$ cat src/rtl/pscfg_pkg.sv
// Purpose: Constants for the parallel strap configuration decoder.
// Assumes: Eight-bit configuration images, one per register.
// Notes: Field positions follow the parallel register layout.

package pscfg_pkg;

    localparam int REG_WIDTH = 8;

    // --------------------------------------------------------------------
    // Register indices.
    // --------------------------------------------------------------------
    localparam logic [2:0] IDX_FAST_PATH_MODES = 3'h0;
    localparam logic [2:0] IDX_SIDE_CHANNEL_MODES = 3'h1;
    localparam logic [2:0] IDX_INPUT_RECEIVER_SETTINGS = 3'h2;
    localparam logic [2:0] IDX_TERM_PULSE_AB = 3'h3;
    localparam logic [2:0] IDX_TERM_PULSE_CD = 3'h4;
    localparam logic [2:0] IDX_INPUT_BOOST_AB = 3'h5;
    localparam logic [2:0] IDX_INPUT_BOOST_CD = 3'h6;
    localparam logic [2:0] IDX_OUTPUT_DRIVER_SETTINGS = 3'h7;

    // --------------------------------------------------------------------
    // Field positions.
    // --------------------------------------------------------------------
    localparam int POS_ENABLE = 6;
    localparam int POS_SOURCE_LO = 0;
    localparam int POS_RX_TERM = 0;
    localparam int POS_PREEMPH_LO = 2;
    localparam int POS_OUT_TERM = 1;
    localparam int POS_OUT_CURRENT = 0;

    // --------------------------------------------------------------------
    // Reset values, used before the straps are first sampled.
    // --------------------------------------------------------------------
    localparam logic [7:0] RST_FAST_PATH_MODES = 8'h00;
    localparam logic [7:0] RST_SIDE_CHANNEL_MODES = 8'h40;
    localparam logic [7:0] RST_INPUT_RECEIVER_SETTINGS = 8'h01;
    localparam logic [7:0] RST_TERM_PULSE = 8'h00;
    localparam logic [7:0] RST_INPUT_BOOST = 8'h00;
    localparam logic [7:0] RST_OUTPUT_DRIVER_SETTINGS = 8'h00;

    // --------------------------------------------------------------------
    // Source codes and analog level encodings.
    // --------------------------------------------------------------------
    localparam logic [1:0] SRC_A = 2'h0;
    localparam logic [1:0] SRC_B = 2'h1;
    localparam logic [1:0] SRC_C = 2'h2;
    localparam logic [1:0] SRC_D = 2'h3;
    localparam logic [3:0] EQ_LOW_DB = 4'h6;
    localparam logic [3:0] EQ_HIGH_DB = 4'hc;
    localparam logic [4:0] CURRENT_LOW_MA = 5'h0a;
    localparam logic [4:0] CURRENT_HIGH_MA = 5'h14;

    typedef enum logic [1:0] {
        PSCFG_ST_RESET = 2'b00,
        PSCFG_ST_PARALLEL = 2'b01,
        PSCFG_ST_SERIAL = 2'b11
    } pscfg_state_t;

endpackage

$ cat src/rtl/pscfg_source_mux.sv
// Purpose: Four-to-one selector for a group of lanes.
// Assumes: Select is already registered by the caller.
// Notes: Used for both the fast lanes and the side lines.

`timescale 1ns/1ps
`default_nettype none

module pscfg_source_mux #(
    parameter int WIDTH = 4
) (
    // Select
    input wire logic [1:0] i_select,
    // Sources
    input wire logic [WIDTH-1:0] i_src_a,
    input wire logic [WIDTH-1:0] i_src_b,
    input wire logic [WIDTH-1:0] i_src_c,
    input wire logic [WIDTH-1:0] i_src_d,
    // Result
    output logic [WIDTH-1:0] o_out
);

    assign o_out = (i_select == pscfg_pkg::SRC_A) ? i_src_a :
                   (i_select == pscfg_pkg::SRC_B) ? i_src_b :
                   (i_select == pscfg_pkg::SRC_C) ? i_src_c : i_src_d;

endmodule

`default_nettype wire

$ cat src/rtl/pscfg_strap_decoder.sv
// Purpose: Decodes the parallel configuration straps of a four-input
//          switch into configuration images and analog controls.
// Assumes: Straps are static and synchronous to the clock.
// Notes: A serial access hands control to the serial registers.
//
// Behaviour
// - Channel enable strap 0 turns fast channels off into standby; 1 on.
// - Source select straps route all four fast lanes of source A-D.
// - Same select routes the four side lines of A-D to common out.
// - Side switch stays enabled in parallel mode; no strap disables it.
// - Fast input terminations stay on in parallel mode.
// - Termination pulse on source switch stays off for every source.
// - One equalization strap drives every fast input channel together.
// - Equalization strap 0 gives 6 dB, 1 gives 12 dB.
// - Pre-emphasis straps 00/01/10/11 give 0/2/4/6 dB.
// - Output termination strap 0 disables, 1 enables terminations.
// - Current strap 0 gives 10 mA, 1 gives 20 mA.
// - Straps govern after reset until the first serial access.

`timescale 1ns/1ps
`default_nettype none

module pscfg_strap_decoder #(
    parameter int LANES = 4,
    parameter int SIDE_LINES = 4
) (
    // Clock and reset
    input wire logic i_ref_clk,
    input wire logic i_reset,
    // Straps
    input wire logic i_strap_channel_enable,
    input wire logic [1:0] i_strap_source_select,
    input wire logic i_strap_equalization_level,
    input wire logic [1:0] i_strap_preemphasis_level,
    input wire logic i_strap_output_termination,
    input wire logic i_strap_output_current,
    // Serial interface activity
    input wire logic i_serial_access,
    // Lane sources
    input wire logic [LANES-1:0] i_lanes_a,
    input wire logic [LANES-1:0] i_lanes_b,
    input wire logic [LANES-1:0] i_lanes_c,
    input wire logic [LANES-1:0] i_lanes_d,
    input wire logic [SIDE_LINES-1:0] i_side_a,
    input wire logic [SIDE_LINES-1:0] i_side_b,
    input wire logic [SIDE_LINES-1:0] i_side_c,
    input wire logic [SIDE_LINES-1:0] i_side_d,
    // Routed outputs
    output logic [LANES-1:0] o_lanes_out,
    output logic [SIDE_LINES-1:0] o_side_lines_common_out,
    // Configuration images
    output logic [7:0] o_fast_path_modes,
    output logic [7:0] o_side_channel_modes,
    output logic [7:0] o_input_receiver_settings,
    output logic [7:0] o_term_pulse_ab,
    output logic [7:0] o_term_pulse_cd,
    output logic [7:0] o_input_boost_ab,
    output logic [7:0] o_input_boost_cd,
    output logic [7:0] o_output_driver_settings,
    // Analog controls
    output logic o_parallel_active,
    output logic o_standby,
    output logic [3:0] o_eq_db,
    output logic [2:0] o_preemph_db,
    output logic [4:0] o_current_ma
);

    // ----------------------------------------------------------------
    // Mode tracking.
    // ----------------------------------------------------------------
    pscfg_pkg::pscfg_state_t state;
    pscfg_pkg::pscfg_state_t next_state;
    logic parallel_now;

    // Once the serial side has been touched it owns the settings until
    // the next reset; a later idle serial bus does not hand back.
    always_comb begin
        next_state = state;
        case (state)
            pscfg_pkg::PSCFG_ST_RESET: begin
                next_state = i_serial_access ? pscfg_pkg::PSCFG_ST_SERIAL
                                             : pscfg_pkg::PSCFG_ST_PARALLEL;
            end
            pscfg_pkg::PSCFG_ST_PARALLEL: begin
                if (i_serial_access) begin
                    next_state = pscfg_pkg::PSCFG_ST_SERIAL;
                end
            end
            default: begin
                next_state = pscfg_pkg::PSCFG_ST_SERIAL;
            end
        endcase
    end

    always_ff @(posedge i_ref_clk) begin
        if (i_reset) begin
            state <= pscfg_pkg::PSCFG_ST_RESET;
        end else begin
            state <= next_state;
        end
    end

    assign parallel_now = (next_state == pscfg_pkg::PSCFG_ST_PARALLEL);

    // ----------------------------------------------------------------
    // Strap decoding.
    // ----------------------------------------------------------------
    function automatic logic [2:0] preemph_db(input logic [1:0] code);
        preemph_db = {code, 1'b0};
    endfunction

    logic [7:0] next_fast_path_modes;
    logic [7:0] next_side_channel_modes;
    logic [7:0] next_boost;
    logic [7:0] next_driver;
    logic [LANES-1:0] lanes_sel;
    logic [SIDE_LINES-1:0] side_sel;

    assign next_fast_path_modes = {1'b0, i_strap_channel_enable, 4'h0,
                                   i_strap_source_select};
    assign next_side_channel_modes = {2'b01, 4'h0,
                                      i_strap_source_select};
    assign next_boost = {8{i_strap_equalization_level}};
    assign next_driver = {4'h0, i_strap_preemphasis_level,
                          i_strap_output_termination,
                          i_strap_output_current};

    pscfg_source_mux #(.WIDTH(LANES)) u_lane_mux (
        .i_select(o_fast_path_modes[1:0]),
        .i_src_a(i_lanes_a),
        .i_src_b(i_lanes_b),
        .i_src_c(i_lanes_c),
        .i_src_d(i_lanes_d),
        .o_out(lanes_sel)
    );

    pscfg_source_mux #(.WIDTH(SIDE_LINES)) u_side_mux (
        .i_select(o_side_channel_modes[1:0]),
        .i_src_a(i_side_a),
        .i_src_b(i_side_b),
        .i_src_c(i_side_c),
        .i_src_d(i_side_d),
        .o_out(side_sel)
    );

    // ----------------------------------------------------------------
    // Configuration images, refreshed every clock in parallel mode.
    // ----------------------------------------------------------------
    always_ff @(posedge i_ref_clk) begin
        if (i_reset) begin
            o_fast_path_modes <= pscfg_pkg::RST_FAST_PATH_MODES;
            o_side_channel_modes <= pscfg_pkg::RST_SIDE_CHANNEL_MODES;
            o_input_receiver_settings <=
                pscfg_pkg::RST_INPUT_RECEIVER_SETTINGS;
            o_term_pulse_ab <= pscfg_pkg::RST_TERM_PULSE;
            o_term_pulse_cd <= pscfg_pkg::RST_TERM_PULSE;
            o_input_boost_ab <= pscfg_pkg::RST_INPUT_BOOST;
            o_input_boost_cd <= pscfg_pkg::RST_INPUT_BOOST;
            o_output_driver_settings <=
                pscfg_pkg::RST_OUTPUT_DRIVER_SETTINGS;
        end else if (parallel_now) begin
            o_fast_path_modes <= next_fast_path_modes;
            o_side_channel_modes <= next_side_channel_modes;
            o_input_receiver_settings <=
                pscfg_pkg::RST_INPUT_RECEIVER_SETTINGS;
            o_term_pulse_ab <= pscfg_pkg::RST_TERM_PULSE;
            o_term_pulse_cd <= pscfg_pkg::RST_TERM_PULSE;
            o_input_boost_ab <= next_boost;
            o_input_boost_cd <= next_boost;
            o_output_driver_settings <= next_driver;
        end
    end

    // ----------------------------------------------------------------
    // Analog controls and routed data.
    // ----------------------------------------------------------------
    // The data paths carry one clock of latency because every output
    // of this block is registered.
    always_ff @(posedge i_ref_clk) begin
        if (i_reset) begin
            o_parallel_active <= 1'b0;
            o_standby <= 1'b1;
            o_eq_db <= pscfg_pkg::EQ_LOW_DB;
            o_preemph_db <= 3'h0;
            o_current_ma <= pscfg_pkg::CURRENT_LOW_MA;
            o_lanes_out <= '0;
            o_side_lines_common_out <= '0;
        end else begin
            o_parallel_active <= parallel_now;
            if (parallel_now) begin
                o_standby <= ~i_strap_channel_enable;
                o_eq_db <= i_strap_equalization_level ?
                           pscfg_pkg::EQ_HIGH_DB :
                           pscfg_pkg::EQ_LOW_DB;
                o_preemph_db <=
                    preemph_db(i_strap_preemphasis_level);
                o_current_ma <= i_strap_output_current ?
                                pscfg_pkg::CURRENT_HIGH_MA :
                                pscfg_pkg::CURRENT_LOW_MA;
            end
            o_lanes_out <= o_standby ? '0 : lanes_sel;
            o_side_lines_common_out <= side_sel;
        end
    end

    // ----------------------------------------------------------------
    // Checks.
    // ----------------------------------------------------------------
    property p_standby;
        @(posedge i_ref_clk) disable iff (i_reset)
        (parallel_now && !i_serial_access)
            |=> (o_standby == !$past(i_strap_channel_enable));
    endproperty
    a_standby: assert property (p_standby)
        else $error("standby wrong");

    property p_lane_off;
        @(posedge i_ref_clk) disable iff (i_reset)
        o_standby |=> (o_lanes_out == '0);
    endproperty
    a_lane_off: assert property (p_lane_off)
        else $error("lanes driven in standby");

    property p_src;
        @(posedge i_ref_clk) disable iff (i_reset)
        parallel_now
            |=> o_fast_path_modes[1:0] == $past(i_strap_source_select);
    endproperty
    a_src: assert property (p_src)
        else $error("source select wrong");

    property p_side_src;
        @(posedge i_ref_clk) disable iff (i_reset)
        parallel_now
            |=> o_side_channel_modes[1:0] == $past(i_strap_source_select);
    endproperty
    a_side_src: assert property (p_side_src)
        else $error("side source select wrong");

    property p_side_en;
        @(posedge i_ref_clk) disable iff (i_reset)
        o_parallel_active
            |-> o_side_channel_modes[pscfg_pkg::POS_ENABLE];
    endproperty
    a_side_en: assert property (p_side_en)
        else $error("side off");

    property p_rx_term;
        @(posedge i_ref_clk) disable iff (i_reset)
        o_parallel_active
            |-> o_input_receiver_settings[pscfg_pkg::POS_RX_TERM];
    endproperty
    a_rx_term: assert property (p_rx_term)
        else $error("rx term off");

    property p_pulse;
        @(posedge i_ref_clk) disable iff (i_reset)
        o_parallel_active
            |-> (o_term_pulse_ab == 8'h00 && o_term_pulse_cd == 8'h00);
    endproperty
    a_pulse: assert property (p_pulse)
        else $error("pulse on");

    property p_boost;
        @(posedge i_ref_clk) disable iff (i_reset)
        parallel_now
            |=> o_input_boost_ab == {8{$past(i_strap_equalization_level)}};
    endproperty
    a_boost: assert property (p_boost)
        else $error("boost not uniform");

    property p_eq;
        @(posedge i_ref_clk) disable iff (i_reset)
        parallel_now |=>
            (o_eq_db == ($past(i_strap_equalization_level) ?
                pscfg_pkg::EQ_HIGH_DB : pscfg_pkg::EQ_LOW_DB))
            && (o_input_boost_cd
                == {8{$past(i_strap_equalization_level)}});
    endproperty
    a_eq: assert property (p_eq)
        else $error("equalization wrong");

    property p_preemph;
        @(posedge i_ref_clk) disable iff (i_reset)
        parallel_now |=>
            (o_preemph_db == {$past(i_strap_preemphasis_level), 1'b0})
            && (o_output_driver_settings[pscfg_pkg::POS_PREEMPH_LO +: 2]
                == $past(i_strap_preemphasis_level));
    endproperty
    a_preemph: assert property (p_preemph)
        else $error("preemphasis wrong");

    property p_drv;
        @(posedge i_ref_clk) disable iff (i_reset)
        parallel_now |=>
            (o_current_ma == ($past(i_strap_output_current) ?
                pscfg_pkg::CURRENT_HIGH_MA : pscfg_pkg::CURRENT_LOW_MA))
            && (o_output_driver_settings[pscfg_pkg::POS_OUT_TERM]
                == $past(i_strap_output_termination));
    endproperty
    a_drv: assert property (p_drv)
        else $error("driver wrong");

    property p_follow;
        @(posedge i_ref_clk) disable iff (i_reset)
        parallel_now |=> o_parallel_active
            && (o_fast_path_modes[pscfg_pkg::POS_ENABLE]
                == $past(i_strap_channel_enable));
    endproperty
    a_follow: assert property (p_follow)
        else $error("straps not followed");

    property p_serial_hold;
        @(posedge i_ref_clk) disable iff (i_reset)
        (state == pscfg_pkg::PSCFG_ST_SERIAL)
            |=> $stable(o_output_driver_settings) && !o_parallel_active;
    endproperty
    a_serial_hold: assert property (p_serial_hold)
        else $error("serial overridden");

endmodule

`default_nettype wire

$ cat config.mk
export PLATFORM = sky130hd
export DESIGN_NAME = pscfg_strap_decoder
export DESIGN_NICKNAME = d
export VERILOG_FILES = /design/src/rtl/pscfg_pkg.sv /design/src/rtl/pscfg_source_mux.sv /design/src/rtl/pscfg_strap_decoder.sv
export SDC_FILE = /design/constraint.sdc
export NUM_CORES = 1
export LEC_CHECK = 0
export BUFFER_PORTS_ARGS = -buffer_cell sky130_fd_sc_hd__buf_4
export CAP_MARGIN = 15
export CORE_MARGIN = 5
export CORE_UTILIZATION = 38
export CTS_BUF_LIST = sky130_fd_sc_hd__clkbuf_16
export CTS_CLUSTER_DIAMETER = 30
export CTS_CLUSTER_SIZE = 16
export DETAILED_ROUTE_END_ITERATION = 7
export GPL_ROUTABILITY_DRIVEN = 0
export GPL_TIMING_DRIVEN = 1
export PLACE_DENSITY = 0.78
export SYNTH_ARGS = -nofsm -noshare
export SYNTH_HDL_FRONTEND = slang
export SYNTH_HIERARCHICAL = 1
export SYNTH_SLANG_ARGS = --single-unit
$ cat constraint.sdc
create_clock -name i_ref_clk -period 1.7 [get_ports i_ref_clk]
set_input_delay 0.34 -clock i_ref_clk [delete_from_list [all_inputs] [get_ports i_ref_clk]]
set_output_delay 0.34 -clock i_ref_clk [all_outputs]
set_load 0.02 [all_outputs]
-- Yosys cells after proc, flatten, opt, wreduce, memory -nomap -nowiden
Cells that the tools add are included.
- bits in registers: 33
- input bits: 43
- output and inout port bits: 86
- logic and storage cells: 34
- bitwise gates (word level): 1
- eq/ne operators: 6
- reductions and logical operators: 4
- multiplexer cells: 11
- operator list (operator ; number):
    $mux 4 ; 7
    $eq 2x1->1 const B ; 4
    $logic_not 2->1 ; 3
    $mux 5 ; 1
    $eq 2x2->1 const B ; 2
    $mux 2 ; 2
    $pmux 2 s2 ; 1
    $reduce_or 2->1 ; 1
    $not 1->1 ; 1

-- Longest topological paths before layout
- word-level depth: 4
- gate-level depth with buffers: 4
- mapped depth without buffers: 2

-- Cells and area by module
Netlist, hierarchy kept.
- modules (own cells, without submodules) (module ; area each (um2) ; cells an instance ; instances):
    pscfg_strap_decoder ; 1227.4 ; 137 ; 1
    pscfg_source_mux ; 105.1 ; 4 ; 2

-- Least setup slack after synthesis
No wires, ideal clock.
- kind: reg-to-reg
- from: register, netlist name o_side_channel_modes[0]
- to: register o_lanes_out[0]
- period minus slack after synthesis: 1.486 ns
- arrival: 1.371 ns
- stages on the path, launching flop included: 3
- slack: 0.214 ns
- path through: dfxtp_1 -> mux4_1 -> and2_1
- RTL lines (what ; RTL line ; source):
    to (signal assigned) ; pscfg_strap_decoder.sv:201 ; o_lanes_out <= o_standby ? '0 : lanes_sel;
    to (decl) ; pscfg_strap_decoder.sv:49 ; output logic [LANES-1:0] o_lanes_out,

-- Final worst setup path
- from: register o_side_channel_modes[0]
- to: register o_side_lines_common_out[0]
- cells in the longest elaborated chain, start to end: 4
- RTL lines (what ; RTL line ; source):
    from (decl) ; pscfg_strap_decoder.sv:53 ; output logic [7:0] o_side_channel_modes,
    from (signal assigned) ; pscfg_strap_decoder.sv:152 ; o_side_channel_modes <= pscfg_pkg::RST_SIDE_CHANNEL_MODES;
    from (signal assigned) ; pscfg_strap_decoder.sv:163 ; o_side_channel_modes <= next_side_channel_modes;
    $eq 2x2->1 ; pscfg_source_mux.sv:24 ; (i_select == pscfg_pkg::SRC_C) ? i_src_c : i_src_d;
    $mux 4 ; pscfg_source_mux.sv:24 ;
    $mux 4 ; pscfg_source_mux.sv:23 ; (i_select == pscfg_pkg::SRC_B) ? i_src_b :
    $mux 4 (*) ; pscfg_source_mux.sv:22 ; assign o_out = (i_select == pscfg_pkg::SRC_A) ? i_src_a :
    named net side_sel[0] ; pscfg_strap_decoder.sv:117 ; logic [SIDE_LINES-1:0] side_sel;
    to (signal assigned) ; pscfg_strap_decoder.sv:202 ; o_side_lines_common_out <= side_sel;
    to (decl) ; pscfg_strap_decoder.sv:50 ; output logic [SIDE_LINES-1:0] o_side_lines_common_out,
Mark *: on every way through the listed nets, which the timed path passes. The rest lies on a longest branch.
A chain may end at the register's enable or synchronous reset.

==> impl_metrics.json <==
{
  "post_cts_buffers": 0,
  "final_common_cell": "buf_4",
  "die_h_um": 71.5,
  "worstMarginPinSlew_ns": 0.626,
  "clk_pin_slew_ns": 0.05,
  "r2r_cells": 2,
  "cts_tree": "built",
  "r2r_start": "o_side_channel_modes[0]",
  "cts.sinks": 21,
  "drt_wl_total_um": 3260,
  "wire_per_inst_um": 13.0,
  "cp_max_fo": 11,
  "setup_viol": 0,
  "synth_warnings": 6,
  "dpl.cell_count": 247,
  "num_rows": 22,
  "cts_resized": 0,
  "synth_seq_cells": 21,
  "synth_cell_types": 17,
  "fin_skew_ns": 0.000865,
  "fin_crit_sh": 0.893,
  "dp_hpwl_um": 2780,
  "h-tree-depth": 1,
  "cp-end-kind": "register",
  "antenna_cells": 0,
  "whs_endpoint": "o_output_driver_settings[1]",
  "fmaxAchievable_mhz": 659,
  "leakagePower_nw": 0.939,
  "track_usage": 0.117,
  "worstSkewPairLatency_ns": 0.25,
  "power_mw": 1.43,
  "setup_tns_ns": 0,
  "seq_area_frac_synth": 0.292,
  "postSynthCellCount": 145,
  "period_minus_slack_ns": 1.52,
  "drv_cap": 0,
  "clk_path_buf_depth": 2,
  "dieArea_um2": 5110,
  "areaGrowthSynthToFinish_pct": 27.7,
  "layout.cells.non_filler": 251,
  "maxSlewHeadroom": 0.582,
  "whs_ns": 0.406,
  "crit_chain": "mux4_1 -> nor2b_1",
  "cp.arrival_ns": 1.65,
  "finalHoldViolCount": 0,
  "min_from": "i_reset",
  "hold_path_depth": 2,
  "required_ns": 1.83,
  "most-common-layout-cells": "buf_4 (85), conb_1 (43), dfxtp_1 (21)",
  "timing.rr.end": "o_side_lines_common_out[0]",
  "crit_type": "register to register",
  "grt_overflow": 0,
  "portBuffers": 85,
  "rsz0062_at_grt": "no",
  "ctsRootBufferMaster": "clkbuf_16",
  "hp-class": "input pin to register",
  "drc": 0,
  "ant_nets": 0,
  "antenna_found_initial": 0,
  "start_util": 0.393,
  "viasPerCell": 4.16,
  "grt_pass1_wl_um": 4680,
  "start_kind": "register",
  "powerDensity_nw_per_um2": 777,
  "ctsHoldBuffers": 0,
  "syn_avg_cell_area_um2": 9.91,
  "numCtsBuffers": 3,
  "synth_area_um2": 1440,
  "outcome": "complete, no violations",
  "io_pins": 129,
  "max_stage_delay_ns": 0.63,
  "fin_nets": 247,
  "grt_pass1_vias": 1023,
  "ir_drop_v": 0.000363,
  "core_um2": 3660,
  "detailedRoute.firstIterationViolations": 28,
  "vias": 1044,
  "grt_max_degree": 22,
  "final_layout_size_suffix_gt1_frac": 0.443,
  "cp_slowest_cell": "dfxtp_1",
  "drv_slew": 0,
  "r2r_slack_ns": 0.18,
  "drt-pass1-iter-count": 4,
  "chipWidth_um": 71.5
}
## registers in the layout (all words and copies together) (netlist names), 2 cells and up
name	cells
o_lanes_out	4
o_side_lines_common_out	4
o_fast_path_modes	2
o_output_driver_settings	2
o_preemph_db	2
## worst max-delay path: cells and delay by family, from the launching register on
| family | cells | cell delay, ns |
|---|---|---|
| flops | 1 | 0.63 |
| mux | 1 | 0.62 |
| simple gates | 1 | 0.15 |
## through the flow
stage | worst slack (ns) | utilization | cell area, um2
after global routing | 0.0914 | 0.501 | 1840
after detailed placement | 0.176 | 0.480 | 1760
after floorplan | 0.214 | - | 1590
after global placement | 0.253 | 0.480 | 1760
after CTS | 0.169 | 0.501 | 1840
final | 0.183 | 0.501 | 1840
## per-layer routing
metal,GRT usage,share of wire
met1,0.120,0.34
met2,0.219,0.55
met3,0.0309,0.11
met4,0.0501,0.00061
met5,0,0
## cell families (layout without fill, tap and decap cells)
family,Yosys count,after routing,share of synthesized area
AO/OA/AOI/OAI,22,22,0.0870
buffers and inverters,72,89,0.371
flip-flops,21,21,0.292
multiplexers,8,8,0.146
other,2,43,0.00522
AND/OR/NAND/NOR,20,20,0.0983
## how the worst max path moves through the flow
stage	startpoint	end	slack, ns
6_report	o_side_channel_modes[0]	o_side_lines_common_out[0]	0.18
5_1_grt	o_input_boost_cd[0]	o_input_boost_cd[4]	0.09
4_1_cts	o_side_channel_modes[0]	o_side_lines_common_out[0]	0.17
3_5_place_dp	o_side_channel_modes[0]	o_side_lines_common_out[0]	0.18
3_3_place_gp	o_side_channel_modes[0]	o_side_lines_common_out[2]	0.25
2_1_floorplan	o_side_channel_modes[0]	o_lanes_out[0]	0.21
## layout make-up
cell class              instances  area (um2)
fillers                       364        1830
multi-input cells              93         638
repair buffers                 85         638
flip-flops and latches         21         420
clock buffers                   3        75.1
well taps                      48        60.1
clock inverters                 1        3.75
## power by group
part / internal, mW / total [mW] / switching (mW) / leakage [nW]
clock network: 0.313 / 0.477 / 0.164 / 0.0423
logic: 0.177 / 0.395 / 0.218 / 0.724
registers: 0.520 / 0.554 / 0.0333 / 0.173
total: 1.01 / 1.43 / 0.416 / 0.939
## synth_stat cells
| cell | n | area [um2] |
|---|---|---|
| and2_1 | 4 | 25.0 |
| conb_1 | 2 | 7.51 |
| buf_2 | 3 | 15.0 |
| dfxtp_1 | 21 | 420 |
| mux4_1 | 8 | 210 |
| or3b_4 | 2 | 22.5 |
| buf_1 | 1 | 3.75 |
| a21o_1 | 3 | 22.5 |
| nor2_1 | 3 | 11.3 |
| buf_6 | 1 | 11.3 |
| o21ai_1 | 8 | 40.0 |
| o21bai_1 | 3 | 22.5 |
| nor2b_1 | 4 | 25.0 |
| a21oi_1 | 8 | 40.0 |
| nor3_1 | 1 | 5.00 |
| or3b_1 | 6 | 52.6 |
| buf_4 | 67 | 503 |
No activity file was read; power rests on OpenSTA's default activity.
